**config.mk**
```make
export PLATFORM = sky130hd
export DESIGN_NAME = rcl_top
export DESIGN_NICKNAME = d
export VERILOG_FILES = /design/src/hw/rcl_pkg.sv /design/src/hw/rcl_link_timer.sv /design/src/hw/rcl_sync3.sv /design/src/hw/rcl_top.sv
export SDC_FILE = /design/constraint.sdc
export NUM_CORES = 1
export LEC_CHECK = 0
export ABC_AREA = 1
export BUFFER_PORTS_ARGS = -buffer_cell sky130_fd_sc_hd__clkbuf_2
export CORE_MARGIN = 4
export CORE_UTILIZATION = 57
export DETAILED_ROUTE_END_ITERATION = 10
export PLACE_DENSITY = 0.86
export REMOVE_ABC_BUFFERS = 1
export SKIP_CTS_REPAIR_TIMING = 1
export SLEW_MARGIN = 25
export SYNTH_ARGS = -nofsm -noshare
export SYNTH_HDL_FRONTEND = slang
export SYNTH_SLANG_ARGS = --single-unit
```
**constraint.sdc**
```tcl
create_clock -name i_mclk -period 4.1 [get_ports i_mclk]
set_input_delay 0.41 -clock i_mclk [delete_from_list [all_inputs] [get_ports i_mclk]]
set_output_delay 0.41 -clock i_mclk [all_outputs]
set_load 0.02 [all_outputs]
```
**src/hw/rcl_pkg.sv**
```systemverilog
// constants, field layout and carrier types of the remote capability and link detect block
package rcl_pkg;

  // register indices; the bus sees each one at four times its index
  localparam logic [5:0] CAP_A_IDX = 6'h20;
  localparam logic [5:0] CAP_B_IDX = 6'h21;
  localparam logic [5:0] LD_CTRL_IDX = 6'h26;
  localparam logic [5:0] STATUS_IDX = 6'h28;
  localparam logic [5:0] IRQ_STS_IDX = 6'h29;
  localparam logic [5:0] IRQ_CLR_IDX = 6'h2a;
  localparam logic [5:0] IRQ_EN_IDX = 6'h2b;

  // capability register field positions
  localparam int CAP_LOCK_BIT = 7;
  localparam int SEND_FREQ_BIT = 5;
  localparam int SEND_EQ_BIT = 4;
  localparam int TWO_LANE_BIT = 3;
  localparam int CHAN_SEL_BIT = 2;
  localparam int WIDE_VID_BIT = 1;
  localparam int FWD_PIN_BIT = 0;

  // status register field positions
  localparam int STS_LINK_BIT = 0;
  localparam int STS_LOCK_BIT = 1;

  // interrupt bit positions
  localparam int IRQ_W = 3;
  localparam int IRQ_LOADED = 0;
  localparam int IRQ_LINK_UP = 1;
  localparam int IRQ_LINK_DOWN = 2;

  // reset values
  localparam logic [7:0] CAP_A_RST = 8'h00;
  localparam logic [2:0] LD_CTRL_RST = 3'h0;
  localparam logic [IRQ_W-1:0] IRQ_EN_RST = 3'h0;

  // timeout codes
  localparam logic [2:0] LD_CODE_162US = 3'h0;
  localparam logic [2:0] LD_CODE_325US = 3'h1;
  localparam logic [2:0] LD_CODE_650US = 3'h2;
  localparam logic [2:0] LD_CODE_1300US = 3'h3;
  localparam logic [2:0] LD_CODE_10US = 3'h4;
  localparam logic [2:0] LD_CODE_20US = 3'h5;
  localparam logic [2:0] LD_CODE_82US = 3'h7;

  // timeout periods in ns and the clock period they are counted in
  localparam int CLK_PERIOD_NS = 10;
  localparam int LD_T162_NS = 162000;
  localparam int LD_T325_NS = 325000;
  localparam int LD_T650_NS = 650000;
  localparam int LD_T1300_NS = 1300000;
  localparam int LD_T10_NS = 10250;
  localparam int LD_T20_NS = 20500;
  localparam int LD_T82_NS = 82000;
  localparam int LD_CNT_W = 18;
  localparam logic [LD_CNT_W-1:0] LD_CYC_162 = LD_CNT_W'(LD_T162_NS / CLK_PERIOD_NS);
  localparam logic [LD_CNT_W-1:0] LD_CYC_325 = LD_CNT_W'(LD_T325_NS / CLK_PERIOD_NS);
  localparam logic [LD_CNT_W-1:0] LD_CYC_650 = LD_CNT_W'(LD_T650_NS / CLK_PERIOD_NS);
  localparam logic [LD_CNT_W-1:0] LD_CYC_1300 = LD_CNT_W'(LD_T1300_NS / CLK_PERIOD_NS);
  localparam logic [LD_CNT_W-1:0] LD_CYC_10 = LD_CNT_W'(LD_T10_NS / CLK_PERIOD_NS);
  localparam logic [LD_CNT_W-1:0] LD_CYC_20 = LD_CNT_W'(LD_T20_NS / CLK_PERIOD_NS);
  localparam logic [LD_CNT_W-1:0] LD_CYC_82 = LD_CNT_W'(LD_T82_NS / CLK_PERIOD_NS);

  // remote capability fields as the rest of the serializer sees them
  typedef struct packed {
    logic send_freq;
    logic send_eq;
    logic two_lane;
    logic chan_sel;
    logic wide_video;
    logic fwd_pin;
  } rcl_caps_s;

  // one back-channel report from the remote receiver
  typedef struct packed {
    logic valid;
    logic [7:0] caps;
  } rcl_bc_s;

endpackage : rcl_pkg

```
**src/hw/rcl_link_timer.sv**
```systemverilog
// link-detect watchdog restarted by each valid reverse-channel reception
`timescale 1ns/1ps
module rcl_link_timer
  import rcl_pkg::*;
(
  input wire logic i_mclk,
  input wire logic i_rst_n,
  input wire logic i_restart,
  input wire logic [LD_CNT_W-1:0] i_limit,
  output logic o_link_detect,
  output logic o_expire
);

  typedef struct packed {
    logic [LD_CNT_W-1:0] cnt;
    logic detect;
    logic expire;
  } rcl_tmr_s;

  rcl_tmr_s st_r;
  rcl_tmr_s st_nxt;

  // a restart wins over expiry in the same cycle, so a reply at the deadline keeps the link
  always_comb begin
    st_nxt = st_r;
    st_nxt.expire = 1'b0;
    if (i_restart) begin
      st_nxt.cnt = '0;
      st_nxt.detect = 1'b1;
    end else if (st_r.detect) begin
      if (st_r.cnt >= i_limit - LD_CNT_W'(1)) begin
        st_nxt.cnt = '0;
        st_nxt.detect = 1'b0;
        st_nxt.expire = 1'b1;
      end else begin
        st_nxt.cnt = st_r.cnt + LD_CNT_W'(1);
      end
    end
  end

  always_ff @(posedge i_mclk or negedge i_rst_n) begin
    if (!i_rst_n) begin
      st_r <= '0;
    end else begin
      st_r <= st_nxt;
    end
  end

  assign o_link_detect = st_r.detect;
  assign o_expire = st_r.expire;

endmodule : rcl_link_timer

```
**src/hw/rcl_sync3.sv**
```systemverilog
// three-stage synchroniser for a level arriving from a pin
`timescale 1ns/1ps
module rcl_sync3 (
  input wire logic i_mclk,
  input wire logic i_rst_n,
  input wire logic i_async,
  output logic o_level
);

  typedef struct packed {
    logic s1;
    logic s2;
    logic s3;
    logic level;
  } rcl_sync_s;

  rcl_sync_s st_r;
  rcl_sync_s st_nxt;

  // the first stage feeds only the second; the level moves once stages two and three agree
  always_comb begin
    st_nxt = st_r;
    st_nxt.s1 = i_async;
    st_nxt.s2 = st_r.s1;
    st_nxt.s3 = st_r.s2;
    if (st_r.s2 == st_r.s3) begin
      st_nxt.level = st_r.s3;
    end
  end

  always_ff @(posedge i_mclk or negedge i_rst_n) begin
    if (!i_rst_n) begin
      st_r <= '0;
    end else begin
      st_r <= st_nxt;
    end
  end

  assign o_level = st_r.level;

endmodule : rcl_sync3

```
**src/hw/rcl_top.sv**
```systemverilog
// remote capability register bank with back-channel auto-load and link-detect timeout
`timescale 1ns/1ps
module rcl_top
  import rcl_pkg::*;
#(
  parameter logic [LD_CNT_W-1:0] P_LD_CYC_162 = LD_CYC_162,
  parameter logic [LD_CNT_W-1:0] P_LD_CYC_325 = LD_CYC_325,
  parameter logic [LD_CNT_W-1:0] P_LD_CYC_650 = LD_CYC_650,
  parameter logic [LD_CNT_W-1:0] P_LD_CYC_1300 = LD_CYC_1300,
  parameter logic [LD_CNT_W-1:0] P_LD_CYC_20 = LD_CYC_20,
  parameter logic [LD_CNT_W-1:0] P_LD_CYC_82 = LD_CYC_82
) (
  input wire logic i_mclk,
  input wire logic i_rst_n,
  // avalon-mm slave
  input wire logic [7:0] i_avs_address,
  input wire logic i_avs_read,
  input wire logic i_avs_write,
  input wire logic [31:0] i_avs_writedata,
  input wire logic [3:0] i_avs_byteenable,
  output logic [31:0] o_avs_readdata,
  output logic o_avs_waitrequest,
  // receiver lock from the link front end, asynchronous
  input wire logic i_rx_lock,
  // decoded back-channel reports, same clock
  input wire rcl_bc_s i_bc,
  // capability fields and link state towards the serializer, and the interrupt line
  output rcl_caps_s o_caps,
  output logic o_send_eq_train,
  output logic o_link_detect,
  output logic o_irq
);

  // whole register state of the bank
  typedef struct packed {
    logic cap_lock;
    rcl_caps_s caps;
    logic [2:0] ld_sel;
    logic [IRQ_W-1:0] irq_sts;
    logic [IRQ_W-1:0] irq_en;
    logic ack;
    logic [31:0] rdata;
  } rcl_state_s;

  rcl_state_s st_r;
  rcl_state_s st_nxt;

  logic rx_lock_sync;
  logic link_detect;
  logic link_expire;
  logic link_prev_r;
  logic [LD_CNT_W-1:0] ld_limit;
  logic req;
  logic prep;
  logic wr_commit;
  logic wr_lane0;
  logic auto_load;
  rcl_caps_s bc_caps;
  logic [IRQ_W-1:0] irq_event;
  logic [7:0] cap_a_view;
  logic [7:0] ld_view;
  logic [7:0] sts_view;

  // true when the byte address selects the register at the given index
  function automatic logic addr_hit(input logic [7:0] addr, input logic [5:0] idx);
    addr_hit = (addr == {idx, 2'b00});
  endfunction : addr_hit

  // unpack a raw capability byte into its fields
  function automatic rcl_caps_s caps_of(input logic [7:0] raw);
    rcl_caps_s c;
    c.send_freq = raw[SEND_FREQ_BIT];
    c.send_eq = raw[SEND_EQ_BIT];
    c.two_lane = raw[TWO_LANE_BIT];
    c.chan_sel = raw[CHAN_SEL_BIT];
    c.wide_video = raw[WIDE_VID_BIT];
    c.fwd_pin = raw[FWD_PIN_BIT];
    caps_of = c;
  endfunction : caps_of

  // receiver lock comes from another domain
  rcl_sync3 u_lock_sync (
    .i_mclk(i_mclk),
    .i_rst_n(i_rst_n),
    .i_async(i_rx_lock),
    .o_level(rx_lock_sync)
  );

  // timeout selection; code 110 has no period and falls back to the reset period
  always_comb begin
    case (st_r.ld_sel)
      LD_CODE_162US: ld_limit = P_LD_CYC_162;
      LD_CODE_325US: ld_limit = P_LD_CYC_325;
      LD_CODE_650US: ld_limit = P_LD_CYC_650;
      LD_CODE_1300US: ld_limit = P_LD_CYC_1300;
      LD_CODE_10US: ld_limit = LD_CYC_10;
      LD_CODE_20US: ld_limit = P_LD_CYC_20;
      LD_CODE_82US: ld_limit = P_LD_CYC_82;
      default: ld_limit = P_LD_CYC_162;
    endcase
  end

  // every valid reverse-channel report restarts the watchdog
  rcl_link_timer u_link_timer (
    .i_mclk(i_mclk),
    .i_rst_n(i_rst_n),
    .i_restart(i_bc.valid),
    .i_limit(ld_limit),
    .o_link_detect(link_detect),
    .o_expire(link_expire)
  );

  // previous link state, used only to spot the rising edge
  always_ff @(posedge i_mclk or negedge i_rst_n) begin
    if (!i_rst_n) begin
      link_prev_r <= 1'b0;
    end else begin
      link_prev_r <= link_detect;
    end
  end

  // bus handshake: one wait cycle prepares read data, the next edge completes
  assign req = i_avs_read | i_avs_write;
  assign prep = req & ~st_r.ack;
  assign wr_commit = i_avs_write & st_r.ack;
  assign wr_lane0 = wr_commit & i_avs_byteenable[0]; // registers live in byte lane 0
  assign o_avs_waitrequest = req & ~st_r.ack;

  // auto-load only while locked and not frozen
  assign bc_caps = caps_of(i_bc.caps);
  assign auto_load = i_bc.valid & rx_lock_sync & ~st_r.cap_lock;

  // events feeding the sticky interrupt status
  always_comb begin
    irq_event = '0;
    irq_event[IRQ_LOADED] = auto_load & (bc_caps != st_r.caps);
    irq_event[IRQ_LINK_UP] = link_detect & ~link_prev_r;
    irq_event[IRQ_LINK_DOWN] = link_expire;
  end

  // read views of each register; reserved bits read as zero
  always_comb begin
    cap_a_view = 8'h00;
    cap_a_view[CAP_LOCK_BIT] = st_r.cap_lock;
    cap_a_view[SEND_FREQ_BIT] = st_r.caps.send_freq;
    cap_a_view[SEND_EQ_BIT] = st_r.caps.send_eq;
    cap_a_view[TWO_LANE_BIT] = st_r.caps.two_lane;
    cap_a_view[CHAN_SEL_BIT] = st_r.caps.chan_sel;
    cap_a_view[WIDE_VID_BIT] = st_r.caps.wide_video;
    cap_a_view[FWD_PIN_BIT] = st_r.caps.fwd_pin;
    ld_view = {5'h00, st_r.ld_sel};
    sts_view = 8'h00;
    sts_view[STS_LINK_BIT] = link_detect;
    sts_view[STS_LOCK_BIT] = rx_lock_sync;
  end

  // next state of the whole bank
  always_comb begin
    st_nxt = st_r;
    st_nxt.ack = prep;

    // read data is captured in the wait cycle so it stands from a flop at completion
    if (prep) begin
      if (addr_hit(i_avs_address, CAP_A_IDX)) begin
        st_nxt.rdata = {24'h000000, cap_a_view};
      end else if (addr_hit(i_avs_address, LD_CTRL_IDX)) begin
        st_nxt.rdata = {24'h000000, ld_view};
      end else if (addr_hit(i_avs_address, STATUS_IDX)) begin
        st_nxt.rdata = {24'h000000, sts_view};
      end else if (addr_hit(i_avs_address, IRQ_STS_IDX)) begin
        st_nxt.rdata = {29'h0, st_r.irq_sts};
      end else if (addr_hit(i_avs_address, IRQ_EN_IDX)) begin
        st_nxt.rdata = {29'h0, st_r.irq_en};
      end else begin
        st_nxt.rdata = 32'h00000000; // second capability byte, clear and unmapped read zero
      end
    end

    // software writes; software may set fields directly but only the freeze or a missing receiver lock keeps them
    if (wr_lane0) begin
      if (addr_hit(i_avs_address, CAP_A_IDX)) begin
        st_nxt.cap_lock = i_avs_writedata[CAP_LOCK_BIT];
        st_nxt.caps = caps_of(i_avs_writedata[7:0]);
      end else if (addr_hit(i_avs_address, LD_CTRL_IDX)) begin
        st_nxt.ld_sel = i_avs_writedata[2:0];
      end else if (addr_hit(i_avs_address, IRQ_EN_IDX)) begin
        st_nxt.irq_en = i_avs_writedata[IRQ_W-1:0];
      end
    end

    // the back channel overwrites a same-cycle software write when not frozen
    if (auto_load) begin
      st_nxt.caps = bc_caps;
    end

    // sticky status: a clear and a new event in one cycle leave the bit set
    if (wr_lane0 && addr_hit(i_avs_address, IRQ_CLR_IDX)) begin
      st_nxt.irq_sts = st_r.irq_sts & ~i_avs_writedata[IRQ_W-1:0];
    end
    st_nxt.irq_sts = st_nxt.irq_sts | irq_event;
  end

  // register the bank; capability and control fields start at their reset values
  always_ff @(posedge i_mclk or negedge i_rst_n) begin
    if (!i_rst_n) begin
      st_r.cap_lock <= CAP_A_RST[CAP_LOCK_BIT];
      st_r.caps <= '0;
      st_r.ld_sel <= LD_CTRL_RST;
      st_r.irq_sts <= '0;
      st_r.irq_en <= IRQ_EN_RST;
      st_r.ack <= 1'b0;
      st_r.rdata <= 32'h00000000;
    end else begin
      st_r <= st_nxt;
    end
  end

  // outputs
  assign o_avs_readdata = st_r.rdata;
  assign o_caps = st_r.caps;
  assign o_send_eq_train = st_r.caps.send_eq;
  assign o_link_detect = link_detect;
  assign o_irq = |(st_r.irq_sts & st_r.irq_en); // level, high while an enabled bit is set

endmodule : rcl_top

```
==> summary.txt, run 1 <==
Synth Register Bits: 49
Max Slew Vio Count: 0
DR WL/cell: 12.87 um
largest net degree at the start of global routing: 32
area of the multi-input gates: 1896 sq um
Final Routed Wirelength: 7582 um
CTS tree: built
Max-slew headroom: 53.87%
largest cells by area after synthesis: dfrtp_1, nand2_1, buf_4
Tmin final: 3.007 ns
Final Hold Viols: 0
PD cells: 279.7 nW/um^2
Post-synth EDFFs: 0
H-tree depth: 2
TritonCTS Sinks: 49
Die ar.: 7580 sq um
Mapped Cells: 482
Setup CP Type: flop to flop
period utilisation layout: 73.33%
fmax: 0.3326 GHz
register area share after synthesis: 34.41%
gpl congestion: 0.9002
most frequent cells in the layout: nand2_1, inv_1, dfrtp_1
hold slack: 0.03754 ns
Overall Global Routing Usage: 20.97%
cell row count: 28
Most used DFF post-synth: dfrtp_1
Layout Skew: 0.007587 ns
layout cells sized above 1: 16.34%
unrepaired setup endpoints after global routing: no
port bufs: 44
FFs w/ async S/R, synth: 100.0%
total grt overflow: 0
antenna viol nets, final: 0
Final Power: 1.055 mW
CP Launch Type: flop
Crit. End Element: flop
Crit path arrival time: 3.23 ns
Critical Path RT: 4.32 ns
Core Area: 5991 sq um
global-route wire length before repair: 12,780 um
maximum vdd drop: 0.2160 mV
post-route cell area: 3772 sq um
Post-Route Setup TNS: 0 ns
Final nets: 591
Slew @ Worst Pin: 0.6912 ns
HP Class: input port to asynchronous set/reset pin
syn avg cell area: 7.393 sq um
Pre-Repair DR Iteration Count: 4
Die X: 87.07 um
Root Driver: clkbuf_8
Core Util, Final: 62.97%
Synth top area share: 34.41%
Leak: 1.923 nW
vias post-DR: 3,099
# fillers: 519
initial core utilization: 59.48%
run status: completed
Clock Tree Buf Depth: 2
area leader, netlist: dfrtp_1
die height: 87.07 um
initial antenna violation count: 0
vias in the first global route: 2,984
DRC violations left: 0
Ant. Diodes: 0
I/O pin total: 100
vias per cell: 5.261
Worst-Skew Late Latency: 0.31 ns
Area Growth Syn to Fin: 5.864%
Syn Std Cell Area: 3563 sq um
most common cell after layout, fill and taps aside: nand2_1
distinct cell type count after synthesis: 42
crit-path max FO: 12
clk slew on worst S/H paths: 0.10 ns
Detail Placement HPWL: 5973 um
# Max-Cap Violations: 0
YS warnings: 0
endpoints failing setup: 0
total CTS buffers: 5
starting DRC count in detailed routing: 161
Seq. cell area: 1226 sq um
Placed Area: 3649 sq um
-- metrics by stage --
| stage | worst slack [ns] | cells |
|---|---|---|
| after floorplan | 1.616 | 461 |
| after global placement | 1.171 | 581 |
| after detailed placement | 1.103 | 581 |
| after CTS | 1.092 | 589 |
| after global routing | 0.7203 | 589 |
| final | 1.093 | 589 |
-- layer usage --
layer,GRT usage (%),part of all wire [%],vias to the layer above
met5,0,0,-
li1,-,-,1550
met1,25.67,42,1444
met4,6.232,1.5,0
met2,37.41,51,94
met3,3.690,5.7,11
-- worst max-delay path, stage by stage (launching register included) --
cell,delay [ns]
dfrtp_1,0.45
inv_1,0.19
nor2_1,0.29
nand2_1,0.15
ha_1,0.26
inv_1,0.08
nand3_1,0.08
nand2_1,0.08
inv_1,0.04
ha_1,0.26
nand2_1,0.06
nor2_1,0.04
and2_1,0.15
nand3_1,0.08
nand2_1,0.08
nor2_4,0.24
nand2_4,0.19
o21ai_0,0.20
-- kinds of logic after synthesis --
group	after synthesis	share of synthesized area, %
fa+ha+maj	21	7.303
flops	49	34.41
compound gates	59	10.04
mux	1	0.3160
buf+inv	99	14.99
simple gates	236	29.04
other cells	2	0.2108
xor+xnor	15	3.687
-- state kept, by name, summed over array words and instances, names as in the netlist, 2 cells and up --
register	flops
o_avs_readdata	7
u_link_timer.st_r	18
u_lock_sync.st_nxt	2
o_caps	5
st_r	7
ld_view	3
-- report_power, final --
part | leakage, nW | switching, mW | internal, mW
logic | 1.22 | 0.114 | 0.0483
clock network | 0.0633 | 0.170 | 0.203
registers | 0.636 | 0.0184 | 0.501
total | 1.92 | 0.303 | 0.752
-- synth_stat cells (2+ instances only) --
master	count
a21oi_1	11
a31oi_1	4
buf_2	2
buf_4	38
buf_6	2
clkbuf_1	3
clkinv_1	2
conb_1	2
dfrtp_1	49
ha_1	20
inv_1	49
inv_2	2
nand2_1	137
nand2_2	2
nand2_4	2
nand3_1	23
nand4_1	10
nor2_1	45
nor2_2	4
nor3_1	2
nor3_2	2
nor3b_1	2
o21ai_0	27
o21ai_2	10
o31ai_1	2
xnor2_1	5
xor2_1	10
-- worst paths after layout --
check | slack (ns) | start | depth (start not counted) | to
min in group i_mclk | 0.21 | i_rx_lock | 1 | u_lock_sync.st_nxt[2]
worst max register to register | 1.09 | ld_view[2] | 17 | u_link_timer.st_r[2]
worst min register to register | 0.36 | u_lock_sync.st_nxt[2] | 0 | u_lock_sync.st_nxt[1]
worst min-delay path | 0.04 | i_rst_n | 1 | o_avs_readdata[5]
max in group asynchronous | 3.28 | i_rst_n | 2 | u_link_timer.st_r[5]
worst max-delay path | 1.09 | ld_view[2] | 17 | u_link_timer.st_r[2]
-- layout make-up --
cell class,instances,area share [%]
flip-flops and latches,49,32.50
clock buffers,6,2.189
repair buffers,45,6.036
inverters,54,5.439
well taps,75,2.488
clock inverters,2,1.095
multi-input cells,358,50.25
No activity file was read; power rests on OpenSTA's default activity.
==> run 2, diff against run 1 <==
Settings changed: CORE_UTILIZATION 57 to 48, PLACE_DENSITY 0.86 to 0.77.
Clock period 4.1 ns to 2.7 ns, I/O delays scaled along.
==> summary.txt, run 2 (same netlist as run 1, synthesis figures left out) <==
vias in the first global route: 2,868 (-3.9%)
period utilisation layout: 92.53% (+19 points)
Max Slew Vio Count: 0 (unchanged)
post-route cell area: 3846 sq um (+2.0%)
initial antenna violation count: 0 (unchanged)
Setup CP Type: flop to flop
cell row count: 31 (+11%)
NetSw: 0.4955 mW (+63%)
Pre-Repair DR Iteration Count: 5 (+1)
Ant. Diodes: 0 (unchanged)
H-tree depth: 2 (unchanged)
die height: 94.16 um (+8.1%)
Final nets: 600 (+1.5%)
most frequent cells in the layout: nand2_1, inv_1, dfrtp_1
most common cell after layout, fill and taps aside: nand2_1
Largest register FFs: 18 (unchanged)
antenna viol nets, final: 0 (unchanged)
PD cells: 397.6 nW/um^2 (+42%)
global-route wire length before repair: 12,680 um (-0.81%)
CP Launch Type: flop
initial core utilization: 49.13% (-10 points)
Post-Route Setup TNS: 0 ns (unchanged)
Crit path arrival time: 2.74 ns (-0.49 ns)
Leak: 1.955 nW (+1.7%)
Tmin final: 2.498 ns (-0.5082 ns)
combinational share of power: 16.5% (+1.1 points)
endpoints failing setup: 0 (unchanged)
Root Driver: clkbuf_8
Clock Tree Buf Depth: 2 (unchanged)
Detail Placement HPWL: 5954 um (-0.32%)
Non-Filler Instances: 622 (+5.6%)
Worst R2R Setup Slack: 0.20 ns (-0.89 ns)
vias per cell: 4.995 (-5.1%)
setup ws final: 0.2016 ns (-0.8918 ns)
DP Cell Count: 613 (+5.5%)
Core Area: 7253 sq um (+21%)
unrepaired setup endpoints after global routing: no
Final Routed Wirelength: 7565 um (-0.22%)
Critical Path RT: 2.94 ns (-1.38 ns)
Final Hold Viols: 0 (unchanged)
I/O pin total: 100 (unchanged)
Sw Ratio: 32.40% (+3.7 points)
worst slack at placement: 0.1793 ns (-0.9238 ns)
clk slew on worst S/H paths: 0.11 ns (about the same)
total grt overflow: 0 (unchanged)
gpl congestion: 0.8763 (-2.7%)
DRC violations left: 0 (unchanged)
layout cells sized above 1: 17.59% (+1.2 points)
crit-path max FO: 12 (unchanged)
TritonCTS Sinks: 49 (unchanged)
# Max-Cap Violations: 0 (unchanged)
starting DRC count in detailed routing: 256 (+59%)
largest net degree at the start of global routing: 28 (-13%)
Most flops, register: u_link_timer.st_r
HP Class: input port to flop
CTS tree: built
total CTS buffers: 5 (unchanged)
Die X: 94.16 um (+8.1%)
Layout Skew: 0.009583 ns (+0.001996 ns)
Int Pwr: 1.034 mW (+37%)
port bufs: 44 (unchanged)
vias post-DR: 3,107 (+0.26%)
Die ar.: 8866 sq um (+17%)
Placed Area: 3736 sq um (+2.4%)
Area Growth Syn to Fin: 7.935%
hold slack: 0.05874 ns (+0.02120 ns)
Worst-Skew Late Latency: 0.32 ns (about the same)
Flop pwr share: 51.6% (+2.4 points)
DR WL/cell: 12.16 um (-5.5%)
run status: completed
Overall Global Routing Usage: 17.65% (-3.3 points)
clock share of power: 31.9% (-3.5 points)
fmax: 0.4003 GHz (+20%)
maximum vdd drop: 0.2485 mV (+15%)
Crit. End Element: flop
## run 2: cell count changes in the layout (fill, tap and decap cells not counted)
cell | before | now
buf_4 | 1 | 9
bufinv_16 | 1 | 0
clkbuf_8 | 6 | 5
dlygate4sd3_1 | 0 | 1
inv_6 | 0 | 2
o21ai_0 | 27 | 26
o21ai_1 | 0 | 1
## run 2: critical path: stages (launching register included)
cell and delay [ns]:
dfrtp_1 0.42, buf_4 0.17, nand2_1 0.07, ha_1 0.20
inv_1 0.07, nor2_1 0.20, nor2_1 0.10, ha_1 0.28
nand2_1 0.08, nor2_1 0.06, and2_1 0.13, nand3_1 0.07
nand2_1 0.08, nor2_4 0.15, nand2_4 0.15, o21ai_0 0.20
## run 2: layout make-up
cell class	instances	area, sq um
inverters	54	205.2
multi-input cells	358	1896
fillers	677	3407
clock buffers	5	68.82
flip-flops and latches	49	1226
clock inverters	3	28.78
well taps	99	123.9
repair buffers	54	297.8
## run 2: stage by stage
step / utilization [%] / power (mW)
global placement: 51.51 / 1.047
floorplan: - / 0.9565
finish: 53.03 / 1.529
global route: 53.03 / 1.609
CTS: 52.85 / 1.543
detailed placement: 51.51 / 1.053
## run 2: routing by layer
metal	vias to the layer above	track usage, %	share of wire [%]
met4	0	4.091	1.2
li1	1561	-	-
met5	-	0	0
met1	1427	22.93	46
met3	12	3.846	6.2
met2	107	29.91	47
## run 2: final timing paths
path / cells past startpoint / startpoint / end
max in group asynchronous: 3 / i_rst_n / u_link_timer.st_r[18]
max: 15 / ld_view[0] / u_link_timer.st_r[4]
max reg2reg: 15 / ld_view[0] / u_link_timer.st_r[4]
min: 1 / i_rx_lock / u_lock_sync.st_nxt[2]
min in group asynchronous: 3 / i_rst_n / st_r[38]
min reg2reg: 0 / u_lock_sync.st_nxt[2] / u_lock_sync.st_nxt[1]
## run 2: power by group through the flow
stage | logic (mW) | registers (mW) | clock network, mW
finish | 0.252 | 0.790 | 0.488
global route | 0.280 | 0.793 | 0.536
CTS | 0.251 | 0.789 | 0.503
detailed placement | 0.250 | 0.803 | 0
global placement | 0.245 | 0.802 | 0
floorplan | 0.135 | 0.822 | 0
